==> config.mk <==
export PLATFORM = sky130hd
export DESIGN_NAME = rif_irq_status
export DESIGN_NICKNAME = d
export VERILOG_FILES = /design/src/inc/rif_pkg.sv /design/src/core/rif_edge_cnt.sv /design/src/core/rif_irq_status.sv
export VERILOG_INCLUDE_DIRS = /design/src /design/src/inc
export SDC_FILE = /design/constraint.sdc
export NUM_CORES = 1
export LEC_CHECK = 0
export BUFFER_PORTS_ARGS = -buffer_cell sky130_fd_sc_hd__buf_2
export CORE_MARGIN = 5
export CORE_UTILIZATION = 61
export DETAILED_ROUTE_END_ITERATION = 10
export PLACE_DENSITY = 0.9
export SYNTH_ARGS = -nofsm -noshare
export SYNTH_HDL_FRONTEND = slang
export SYNTH_SLANG_ARGS = --single-unit
export TNS_END_PERCENT = 10
==> constraint.sdc <==
create_clock -name clk -period 7.74 [get_ports clk]
set_input_delay 1.548 -clock clk [delete_from_list [all_inputs] [get_ports clk]]
set_output_delay 1.548 -clock clk [all_outputs]
set_load 0.02 [all_outputs]
==> src/inc/rif_regs.svh <==
// Register offsets, field positions, reset values and timing counts of the interrupt status block.
`ifndef RIF_REGS_SVH
`define RIF_REGS_SVH

`define RIF_ADDR_W 5
`define RIF_STAT_ADDR 5'h0c
`define RIF_MASK_ADDR 5'h0d
`define RIF_STAT_RST 8'h00
`define RIF_MASK_RST 8'h3e

`define RIF_B_TX 7
`define RIF_B_SRX 6
`define RIF_B_FIFO 5
`define RIF_B_CRC 4
`define RIF_B_PAR 3
`define RIF_B_FRM 2
`define RIF_B_COL 1
`define RIF_B_NORESP 0

`define RIF_COL_THR_LO 4'h6
`define RIF_COL_THR_HI 4'h7

`define RIF_CLK_MHZ 100
`define RIF_COL_KBPS 106
`define RIF_BIT_CYC ((`RIF_CLK_MHZ * 1000) / `RIF_COL_KBPS)
`define RIF_NORESP_STEP_NS 1000
`define RIF_NORESP_STEP_CYC ((`RIF_NORESP_STEP_NS * `RIF_CLK_MHZ) / 1000)

`endif

==> src/inc/rif_pkg.sv <==
// Types shared by the interrupt status block and its collision counter.
package rif_pkg;

	typedef enum logic [1:0] {
		RIF_PROTO_14443A = 2'h0,
		RIF_PROTO_15693 = 2'h1,
		RIF_PROTO_OTHER = 2'h2
	} rif_proto_t;

	typedef enum logic [3:0] {
		RIF_ST_IDLE = 4'h1,
		RIF_ST_TX = 4'h2,
		RIF_ST_RX = 4'h4,
		RIF_ST_WAIT = 4'h8
	} rif_state_t;

	typedef struct packed {
		logic tx_start;
		logic tx_done;
		logic rx_sof;
		logic rx_done;
		logic crc_err;
		logic parity_err;
		logic framing_err;
	} rif_evt_t;

	typedef struct packed {
		rif_proto_t proto;
		logic rx_crc_off;
		logic single_sub;
		logic col_thr_hi;
		logic [7:0] noresp_wait;
		logic [6:0] fifo_hi_lvl;
		logic [6:0] fifo_lo_lvl;
	} rif_cfg_t;

endpackage

==> src/core/rif_edge_cnt.sv <==
// Counts subcarrier edges within one bit period and flags a collision.
`timescale 1ns/1ps
`include "rif_regs.svh"

module rif_edge_cnt import rif_pkg::*; #(
	parameter int BIT_CYC = `RIF_BIT_CYC
) (
	input wire logic clk,
	input wire logic rst,
	input wire logic sub_pin,
	input wire logic enable,
	input wire logic thr_hi,
	output logic coll
);

	logic sync1_r;
	logic sync2_r;
	logic prev_r;
	logic [15:0] per_cnt_r;
	logic [15:0] per_cnt_nxt;
	logic [3:0] edge_cnt_r;
	logic [3:0] edge_cnt_nxt;
	logic coll_r;
	logic coll_nxt;
	logic sub_edge;
	logic per_end;
	logic [3:0] thr;

	// Noise on the pin counts like a real tag edge; nothing filters it.
	assign sub_edge = enable & (sync2_r ^ prev_r);
	assign per_end = (per_cnt_r == 16'(BIT_CYC - 1));
	assign thr = thr_hi ? `RIF_COL_THR_HI : `RIF_COL_THR_LO;
	assign per_cnt_nxt = (!enable || per_end) ? 16'h0000 : per_cnt_r + 16'h0001;
	assign edge_cnt_nxt = (!enable || per_end) ? 4'h0 :
		(sub_edge && edge_cnt_r != 4'hf) ? edge_cnt_r + 4'h1 : edge_cnt_r;
	// One pulse per bit period that sees more edges than the threshold.
	assign coll_nxt = enable & per_end & (edge_cnt_r > thr);
	assign coll = coll_r;

	always_ff @(posedge clk or posedge rst) begin
		if (rst) begin
			sync1_r <= 1'b0;
			sync2_r <= 1'b0;
			prev_r <= 1'b0;
		end else begin
			sync1_r <= sub_pin;
			sync2_r <= sync1_r;
			prev_r <= sync2_r;
		end
	end

	always_ff @(posedge clk or posedge rst) begin
		if (rst) begin
			per_cnt_r <= 16'h0000;
			edge_cnt_r <= 4'h0;
			coll_r <= 1'b0;
		end else begin
			per_cnt_r <= per_cnt_nxt;
			edge_cnt_r <= edge_cnt_nxt;
			coll_r <= coll_nxt;
		end
	end

endmodule

==> src/core/rif_irq_status.sv <==
// Interrupt cause flags, interrupt mask and interrupt request line of the reader front end.
`timescale 1ns/1ps
`include "rif_regs.svh"

//
// Contract
// - Bit7 set at TX start, IRQ at end
// - Bit6 set at SOF, IRQ at end
// - Bit5 on FIFO threshold crossing
// - Bit4 CRC error unless CRC disabled
// - Bit3 parity error in 14443 A
// - Bit2 framing or EOF error
// - Bit1 when edges exceed 6/7 per bit
// - Noise may also raise collision flag
// - Bit0 no response timeout, 15693 only
// - Status read clears flags and IRQ
// - TX disables decoder, only bits 5,7
// - RX changes only bit6, IRQ delayed
// - IRQ raised at TX and RX end
// - Status zero at reset and after read; a flag set in the cycle of the read survives it
// - Mask enables bits 5..0, reset 0x3E
module rif_irq_status import rif_pkg::*; #(
	parameter int BIT_CYC = `RIF_BIT_CYC,
	parameter int NORESP_STEP_CYC = `RIF_NORESP_STEP_CYC
) (
	input wire logic clk,
	input wire logic rst,
	input wire logic reg_rd,
	input wire logic reg_wr,
	input wire logic [`RIF_ADDR_W-1:0] reg_addr,
	input wire logic [7:0] reg_wdata,
	output logic [7:0] reg_rdata,
	input wire rif_evt_t evt,
	input wire rif_cfg_t cfg,
	input wire logic [6:0] fifo_level,
	input wire logic sub_pin,
	output logic irq,
	output logic decoder_en
);

	rif_state_t state_r;
	rif_state_t state_nxt;
	logic [7:0] stat_r;
	logic [7:0] stat_nxt;
	logic [7:0] mask_r;
	logic [7:0] mask_nxt;
	logic [5:0] pend_r;
	logic [5:0] pend_nxt;
	logic [7:0] rdata_r;
	logic [7:0] rdata_nxt;
	logic irq_r;
	logic irq_nxt;
	logic dec_en_r;
	logic fifo_hi_r;
	logic fifo_lo_r;
	logic [7:0] unit_cnt_r;
	logic [7:0] unit_cnt_nxt;
	logic [15:0] step_cnt_r;
	logic [15:0] step_cnt_nxt;

	logic in_tx;
	logic in_rx;
	logic in_wait;
	logic end_tx;
	logic end_rx;
	logic rd_stat;
	logic rd_mask;
	logic wr_mask;
	logic fifo_hi;
	logic fifo_lo;
	logic fifo_set;
	logic crc_fail_flag;
	logic parity_fail_flag;
	logic framing_fail_flag;
	logic col_flag;
	logic col_en;
	logic step_end;
	logic timeout;
	logic noresp_flag;
	logic tx_set;
	logic sof_set;
	logic [5:0] low_now;
	logic [5:0] low_apply;
	logic [7:0] set_vec;
	logic raise;

	function automatic logic addr_hit(input logic [`RIF_ADDR_W-1:0] a,
			input logic [`RIF_ADDR_W-1:0] b);
		addr_hit = (a == b);
	endfunction

	// Register port decode.
	assign rd_stat = reg_rd & addr_hit(reg_addr, `RIF_STAT_ADDR);
	assign rd_mask = reg_rd & addr_hit(reg_addr, `RIF_MASK_ADDR);
	assign wr_mask = reg_wr & addr_hit(reg_addr, `RIF_MASK_ADDR);

	// Phase decode.
	assign in_tx = (state_r == RIF_ST_TX);
	assign in_rx = (state_r == RIF_ST_RX);
	assign in_wait = (state_r == RIF_ST_WAIT);
	assign end_tx = in_tx & evt.tx_done;
	assign end_rx = in_rx & evt.rx_done;

	// Threshold crossing is caught on the edge of each comparison, so a level that
	// sits at a threshold does not retrigger the flag after every read.
	assign fifo_hi = (fifo_level >= cfg.fifo_hi_lvl);
	assign fifo_lo = (fifo_level <= cfg.fifo_lo_lvl);
	assign fifo_set = (fifo_hi & ~fifo_hi_r) | (fifo_lo & ~fifo_lo_r);

	// Error sources with their protocol qualifiers.
	assign crc_fail_flag = evt.crc_err & ~cfg.rx_crc_off;
	assign parity_fail_flag = evt.parity_err & (cfg.proto == RIF_PROTO_14443A);
	assign framing_fail_flag = evt.framing_err;
	assign col_en = in_rx & ((cfg.proto == RIF_PROTO_14443A) |
		((cfg.proto == RIF_PROTO_15693) & cfg.single_sub));

	rif_edge_cnt #(
		.BIT_CYC(BIT_CYC)
	) u_edge_cnt (
		.clk(clk),
		.rst(rst),
		.sub_pin(sub_pin),
		.enable(col_en),
		.thr_hi(cfg.col_thr_hi),
		.coll(col_flag)
	);

	// No-response timer runs in the gap after a transmission.
	assign step_end = (step_cnt_r == 16'(NORESP_STEP_CYC - 1));
	assign timeout = in_wait & (unit_cnt_r == 8'h00);
	assign noresp_flag = timeout & (cfg.proto == RIF_PROTO_15693);
	assign unit_cnt_nxt = end_tx ? cfg.noresp_wait :
		(in_wait && step_end && unit_cnt_r != 8'h00) ? unit_cnt_r - 8'h01 : unit_cnt_r;
	assign step_cnt_nxt = (!in_wait || step_end) ? 16'h0000 : step_cnt_r + 16'h0001;

	// Phase sequencing.
	always_comb begin
		state_nxt = state_r;
		case (state_r)
			RIF_ST_IDLE: begin
				if (evt.tx_start) begin
					state_nxt = RIF_ST_TX;
				end else if (evt.rx_sof) begin
					state_nxt = RIF_ST_RX;
				end
			end
			RIF_ST_TX: begin
				if (evt.tx_done) begin
					state_nxt = RIF_ST_WAIT;
				end
			end
			RIF_ST_RX: begin
				if (evt.rx_done) begin
					state_nxt = RIF_ST_IDLE;
				end
			end
			RIF_ST_WAIT: begin
				if (evt.tx_start) begin
					state_nxt = RIF_ST_TX;
				end else if (evt.rx_sof) begin
					state_nxt = RIF_ST_RX;
				end else if (timeout) begin
					state_nxt = RIF_ST_IDLE;
				end
			end
			default: begin
				state_nxt = RIF_ST_IDLE;
			end
		endcase
	end

	// Flag sources gathered by bit position.
	assign tx_set = evt.tx_start & ~in_rx;
	assign sof_set = evt.rx_sof & ~in_tx & ~in_rx;
	assign low_now = {fifo_set, crc_fail_flag, parity_fail_flag, framing_fail_flag,
		col_flag, noresp_flag};

	// During transmit the decoder is off, so only the FIFO flag may move besides
	// the transmit flag. During receive the low flags wait in a shadow until the
	// frame ends, which keeps receive-start the only visible change.
	assign low_apply = in_tx ? {low_now[5], 5'h00} :
		in_rx ? (end_rx ? (pend_r | low_now) : 6'h00) : low_now;
	assign pend_nxt = (!in_rx || end_rx) ? 6'h00 : (pend_r | low_now);
	assign set_vec = {tx_set, sof_set, low_apply};

	// A set in the cycle of the clearing read survives it; older flags stay until
	// that read.
	assign stat_nxt = (rd_stat ? `RIF_STAT_RST : stat_r) | set_vec;

	// Transmit and receive starts never interrupt at once; their phase end does.
	// Other sources interrupt through their enable bit when not receiving.
	assign raise = end_tx | end_rx |
		(|(low_apply & mask_r[5:0] & {6{~in_rx}}));
	assign irq_nxt = raise | (irq_r & ~rd_stat);

	assign mask_nxt = wr_mask ? reg_wdata : mask_r;
	assign rdata_nxt = rd_stat ? stat_r : rd_mask ? mask_r : reg_rd ? 8'h00 : rdata_r;

	assign reg_rdata = rdata_r;
	assign irq = irq_r;
	assign decoder_en = dec_en_r;

	always_ff @(posedge clk or posedge rst) begin
		if (rst) begin
			state_r <= RIF_ST_IDLE;
			dec_en_r <= 1'b1;
			pend_r <= 6'h00;
		end else begin
			state_r <= state_nxt;
			dec_en_r <= (state_nxt != RIF_ST_TX);
			pend_r <= pend_nxt;
		end
	end

	always_ff @(posedge clk or posedge rst) begin
		if (rst) begin
			stat_r <= `RIF_STAT_RST;
			mask_r <= `RIF_MASK_RST;
			irq_r <= 1'b0;
			rdata_r <= 8'h00;
		end else begin
			stat_r <= stat_nxt;
			mask_r <= mask_nxt;
			irq_r <= irq_nxt;
			rdata_r <= rdata_nxt;
		end
	end

	always_ff @(posedge clk or posedge rst) begin
		if (rst) begin
			fifo_hi_r <= 1'b0;
			fifo_lo_r <= 1'b0;
			unit_cnt_r <= 8'h00;
			step_cnt_r <= 16'h0000;
		end else begin
			fifo_hi_r <= fifo_hi;
			fifo_lo_r <= fifo_lo;
			unit_cnt_r <= unit_cnt_nxt;
			step_cnt_r <= step_cnt_nxt;
		end
	end

endmodule

==> results.yml, run 1 <==
floorplanning:
  pin_count: 69
  die_w_um: 95.91
  rows: 31
  die_area_mm2: 0.009198
  coreArea_mm2: 0.007214
  die_y_um: 95.91
  start_util_pct: 62.40
worst_setup_path:
  crit_path_max_fanout: 20
  required_ns: 8.00
  critical_path_arrival_ns: 3.07
  r2r-start: "state_r[1]"
  rrSetupSlack_ns: 5.13
  startpoint_type: "input port"
  worst-setup-path-type: "input port to flip-flop"
  startpoint: "cfg[25]"
  end_kind: "flip-flop"
timing:
  tightest_slew_ns: 1.037
  finalWorstSetupSlack_ns: 4.936
  finalSetupTns_ns: 0
  whs_ns: 0.3681
  max_slew_margin_pct: 30.85
  period_needed_ns: 2.804
  fin_skew_ns: 0.007965
  final_hold_viol_count: 0
  clock.fmax_mhz: 356.7
  setup_viol: 0
  post-route-period-util_pct: 36.22
  drv_slew: 0
  rsz0062_at_grt: "false"
power:
  seqPwrFrac_pct: 50.4
  p_leak_nw: 2.327
  pwr-share-clk_pct: 31.3
  p_per_area_mw_per_mm2: 215.6
  p_int_mw: 0.7929
  power_frac_comb_pct: 18.3
  ir_drop_v: 0.0001563
  sw_frac_of_total_pct: 28.45
  power.net_switching_mw: 0.3152
grt:
  antenna_found_initial: 0
  overflow: 0
  grtUsageTotal_pct: 21.38
  grt_pass1_wl_mm: 15.35
  grt_pass1_vias: 3519
  grt_start_max_net_pins: 87
cells_and_area:
  nets: 596
  area_growth_pct: 14.15
  post-route-util_pct: 71.23
  drive_above_1_share_pct: 22.65
  antennaDiodeCount: 0
route:
  routed_wl_mm: 9.100
  drt_pre_antenna_iters: 4
  via_count: 3463
  drtIter0Drc: 123
  ant_nets: 0
  drc: 0
  routed_via_density: 5.585
  wl_per_cell_um: 14.68
run_status:
  status: "finished, final reports clean"
synthesis:
  synthesis.area_mm2: 0.004502
  ys_seq_area_share_pct: 48.00
  synth_top_area_share_pct: 43.91
  synth_nets: 531
  yosys-top-cells-area: "dfrtp_1, ha_1, nor2_1"
  avgSynthCellArea_um2: 9.982
  ys_seq_elements: 86
  yosys.area.top_type: "dfrtp_1"
  synth_edf_count: 0
  synth_flop_cell: "dfrtp_1"
  yosys_warnings: 0
  async_flop_share_pct: 100.0
  syn_inst: 451
  yosysUniqueCellTypes: 56
cts:
  cts_hold_buf: 0
  cts_setup_buffers: 0
  cts.sinks: 86
  clk_latency_ns: 0.35
  root_buffer: "clkbuf_8"
  cts_tree: "done"
  clk_path_buf_depth: 2
  clk_pin_slew_ns: 0.08
  cts_htree_levels: 3
  cts_resized: 0
  cts_buffers: 9
flow_run:
  cap_violations: 0
placed_design:
  place.gp.congestion: 0.8380
  place_ws_ns: 4.563
  hpwl_mm: 6.763
  portBuffers: 68
worst_hold_path:
  hp-start: "u_edge_cnt.sync1_r"
  hold_path.class: "flip-flop to flip-flop"
-- synthesized netlist by cell type (all sizes together), types with 4 or more instances --
cell and instances:
dfrtp 79, nor2 55, xor2 22, inv 34
nor3 5, nand4 10, clkbuf 14, and4 7
nor4 4, and2 5, mux2 18, a31oi 4
o21ai 29, dfstp 7, o21a 5, a21oi 10
nand2 27, and3 5, or4b 4, xnor2 15
ha 21, nand3 27
-- layer usage --
| layer | wire, µm | share of wire (%) | vias up | global-route usage [%] |
|---|---|---|---|---|
| met5 | 0 | 0 | - | 0 |
| met1 | 3788 | 42 | 1677 | 25.47 |
| met3 | 540 | 5.9 | 20 | 6.489 |
| met2 | 4561 | 50 | 79 | 36.42 |
| li1 | - | - | 1687 | - |
| met4 | 210 | 2.3 | 0 | 7.938 |
-- cell families after synthesis --
family | Yosys count | synth area share, %
and+or+nand+nor | 172 | 20.59
DFF | 86 | 48.00
buffers and inverters | 51 | 4.475
xor gates and xnor gates | 37 | 7.198
AOI/OAI and AO/OA | 64 | 8.950
adders and majority gates | 21 | 5.837
muxes | 20 | 4.947
-- final timing paths --
check                      cells past startpoint                       end
setup / recovery                               5  u_edge_cnt.per_cnt_r[15]
hold / removal                                 0        u_edge_cnt.sync2_r
setup reg to reg                               4  u_edge_cnt.per_cnt_r[15]
hold reg to reg                                0        u_edge_cnt.sync2_r
max in group asynchronous                      3             step_cnt_r[9]
min in group asynchronous                      3  u_edge_cnt.edge_cnt_r[0]
-- stage by stage --
stage	instance area (µm²)	std cells	power, mW
6_report	5139	620	1.108
5_1_grt	5139	620	1.170
4_1_cts	5139	620	1.119
3_5_place_dp	4916	604	0.7681
3_3_place_gp	4916	604	0.7544
2_1_floorplan	4502	451	0.7120
-- power groups by stage --
stage               combinational [mW]  clock [mW]  sequential [mW]
floorplan                        0.166           0            0.546
global placement                 0.193           0            0.562
detailed placement               0.204           0            0.564
CTS                              0.206       0.356            0.558
global route                     0.233       0.371            0.566
finish                           0.203       0.347            0.559
-- cell type report --
type	count	area, µm²
fillers	522	2076
clock buffers	11	141.4
well taps	99	123.9
flip-flops and latches	86	2161
inverters	34	128.9
multi-input cells	314	2140
clock inverters	5	81.33
repair buffers	71	362.8
-- worst max-delay path, cell delays in order --
cell and delay, ns:
buf_2 0.11, nor2b_1 0.12, nor3_1 0.47, nand2_1 0.57, nor2_1 0.24
-- sequential cells by signal, indices dropped and copies added, names as in the netlist, 4 cells and up --
register	cells
unit_cnt_r	8
stat_r	8
mask_r	8
state_r	4
u_edge_cnt.per_cnt_r	16
reg_rdata	8
step_cnt_r	16
u_edge_cnt.edge_cnt_r	4
pend_r	6
-- placed cells by master, fill, tap and decap left out, types with 3 or more instances in the layout --
cell type,synthesis,layout
nand3_1,27,27
o21a_1,5,5
a31oi_1,4,4
mux2_2,17,17
nand2_1,27,27
buf_4,0,3
xor2_1,22,22
nor2_1,55,55
ha_1,21,21
inv_1,34,33
dfrtp_1,79,79
dfstp_2,7,7
clkbuf_8,0,10
nor4_1,3,3
o21ai_1,6,6
nor2b_1,3,3
a21oi_1,9,9
buf_2,2,68
nor3_1,5,5
nor3b_1,3,3
nand4_1,10,10
and2_1,5,5
and4_1,7,7
o21ai_0,23,23
and3_1,5,5
xnor2_1,15,15
Note: power is estimated with default switching activity, not from simulation.
==> inputs of run 2 (changes only) <==
- CORE_UTILIZATION: 61 -> 57
- PLACE_DENSITY: 0.9 -> 0.85
- clock period: 7.74 -> 2.6 ns (I/O delays scaled with it)
==> run 2 against run 1 <==
Net effect: setup slack worse by 4.5 ns; register-to-register slack worse by 4.7 ns; non-clock buffer count up 4; first-iteration DRC count up 40%.
==> results.yml, run 2 (synthesis results as in run 1) <==
cells_and_area:
  fill_cells: 596
  multi_input_area_mm2: 0.002140
  stdcell_area_mm2: 0.005157
  drive_above_1_share_pct: 23.05
  nets: 600
  seq_area_mm2: 0.002161
  mostFrequentLayoutCell: "dfrtp_1"
  final_cell_mix: "dfrtp_1, buf_2, nor2_1"
  area_growth_pct: 14.56
  final_cell_count_no_fill: 627
  antennaDiodeCount: 0
  largestRegisters: "step_cnt_r: 16 flops, u_edge_cnt.per_cnt_r: 16 flops"
timing:
  setup_viol: 0
  post-route-period-util_pct: 85.03
  finalWorstSetupSlack_ns: 0.3893
  clock.fmax_mhz: 452.3
  fin_skew_ns: 0.01016
  tightest_slew_ns: 0.6151
  final_hold_viol_count: 0
  period_needed_ns: 2.211
  max_slew_margin_pct: 58.65
  drv_slew: 0
  finalSetupTns_ns: 0
  rsz0062_at_grt: "false"
placed_design:
  portBuffers: 68
  place_ws_ns: 0.4021
  place_area_mm2: 0.004965
  hpwl_mm: 6.744
  place.gp.congestion: 0.8155
  dpl.cell_count: 611
cts:
  cts_hold_buf: 0
  cts_setup_buffers: 0
  cts_tree: "done"
  root_buffer: "clkbuf_8"
  cts_buffers: 9
  clk_path_buf_depth: 2
  cts_htree_levels: 3
  clk_pin_slew_ns: 0.08
  cts.sinks: 86
  clk_latency_ns: 0.36
  cts_resized: 0
route:
  routed_wl_mm: 9.221
  wl_per_cell_um: 14.71
  ant_nets: 0
  drt_pre_antenna_iters: 4
  via_count: 3452
  drtIter0Drc: 172
  drc: 0
  routed_via_density: 5.506
power:
  sw_frac_of_total_pct: 29.39
  totalPowerFinal_mw: 3.224
  power_frac_comb_pct: 19.8
  p_leak_nw: 2.335
  seqPwrFrac_pct: 51.5
  p_int_mw: 2.276
  ir_drop_v: 0.0003276
  power.net_switching_mw: 0.9475
  p_per_area_mw_per_mm2: 625.1
  pwr-share-clk_pct: 28.7
floorplanning:
  pin_count: 69
  die_w_um: 98.87
  rows: 32
  die_area_mm2: 0.009775
  coreArea_mm2: 0.007727
  die_y_um: 98.87
  start_util_pct: 58.26
worst_setup_path:
  r2r-end: "unit_cnt_r[6]"
  cpMaxStageDelayCell: "or4b_4"
  crit_path_max_fanout: 10
  required_ns: 2.88
  worst-setup-path-type: "flip-flop to flip-flop"
  rrSetupSlack_ns: 0.39
  end_kind: "flip-flop"
  path_buf_inv: 0
  crit_family: "simple AND/OR/NAND/NOR gates"
  critical_path_arrival_ns: 2.49
  startpoint_type: "flip-flop"
  r2r-start: "state_r[1]"
  path_cells: "or4b_4 > a21oi_4 > nand4b_4 > or4b_1 > a31oi_1"
  reg2reg_depth: 5
  max_stage_delay_ns: 0.62
worst_hold_path:
  hold_path.class: "input port to asynchronous set/reset pin"
flow_run:
  cap_violations: 0
grt:
  overflow: 0
  antenna_found_initial: 0
  grt_start_max_net_pins: 87
  grt_pass1_vias: 3493
  grt_pass1_wl_mm: 15.55
  grtUsageTotal_pct: 19.46
run_status:
  status: "finished, final reports clean"
-- run 2: changes by cell type in the layout (fill, tap and decap cells not counted) --
cell,delta
inv_6,-1
bufinv_16,-1
clkbuf_1,+1
buf_12,+1
buf_4,+3
clkinvlp_4,+1
-- run 2: final cells by class --
cell class                      instances  share of cell area (%)
Multi-Input combinational cell        314                   41.48
Clock buffer                           12                   2.814
Inverter                               34                   2.547
Clock inverter                          4                  0.9219
Tap cell                              102                   2.475
Timing Repair Buffer                   75                   7.860
Sequential cell                        86                   41.90
-- run 2: worst max path at each step --
stage	startpoint	to	slack (ns)	depth (start not counted)
after floorplan	state_r[1]	unit_cnt_r[6]	0.52	6
after global placement	state_r[1]	unit_cnt_r[6]	0.48	5
after detailed placement	state_r[1]	unit_cnt_r[6]	0.40	5
after CTS	state_r[1]	unit_cnt_r[6]	0.40	5
after global routing	state_r[1]	unit_cnt_r[6]	0.28	5
final	state_r[1]	unit_cnt_r[6]	0.39	5
-- run 2: metal layers --
| metal | GRT usage (%) | share of wire (%) |
|---|---|---|
| met1 | 23.44 | 42 |
| met4 | 5.462 | 1.2 |
| met2 | 33.47 | 51 |
| met3 | 6.228 | 5.9 |
| met5 | 0 | 0 |
-- run 2: metrics by stage --
step	hold WS, ns	utilization (%)
floorplan	0.3312	-
global placement	0.3358	64.25
detailed placement	0.3355	64.25
CTS	0.2443	66.74
global route	0.2385	66.74
finish	0.2534	66.74
-- run 2: power groups by stage --
stage | logic (mW) | registers (mW) | clock network, mW
finish | 0.638 | 1.66 | 0.924
detailed placement | 0.630 | 1.68 | 0
CTS | 0.639 | 1.66 | 0.950
global route | 0.709 | 1.68 | 1.01
global placement | 0.604 | 1.67 | 0
floorplan | 0.495 | 1.62 | 0
-- run 2: worst register-to-register path: stages, from the launching register on --
cell and delay (ns):
dfrtp_1 0.49, or4b_4 0.62, a21oi_4 0.20, nand4b_4 0.14, or4b_1 0.51, a31oi_1 0.17
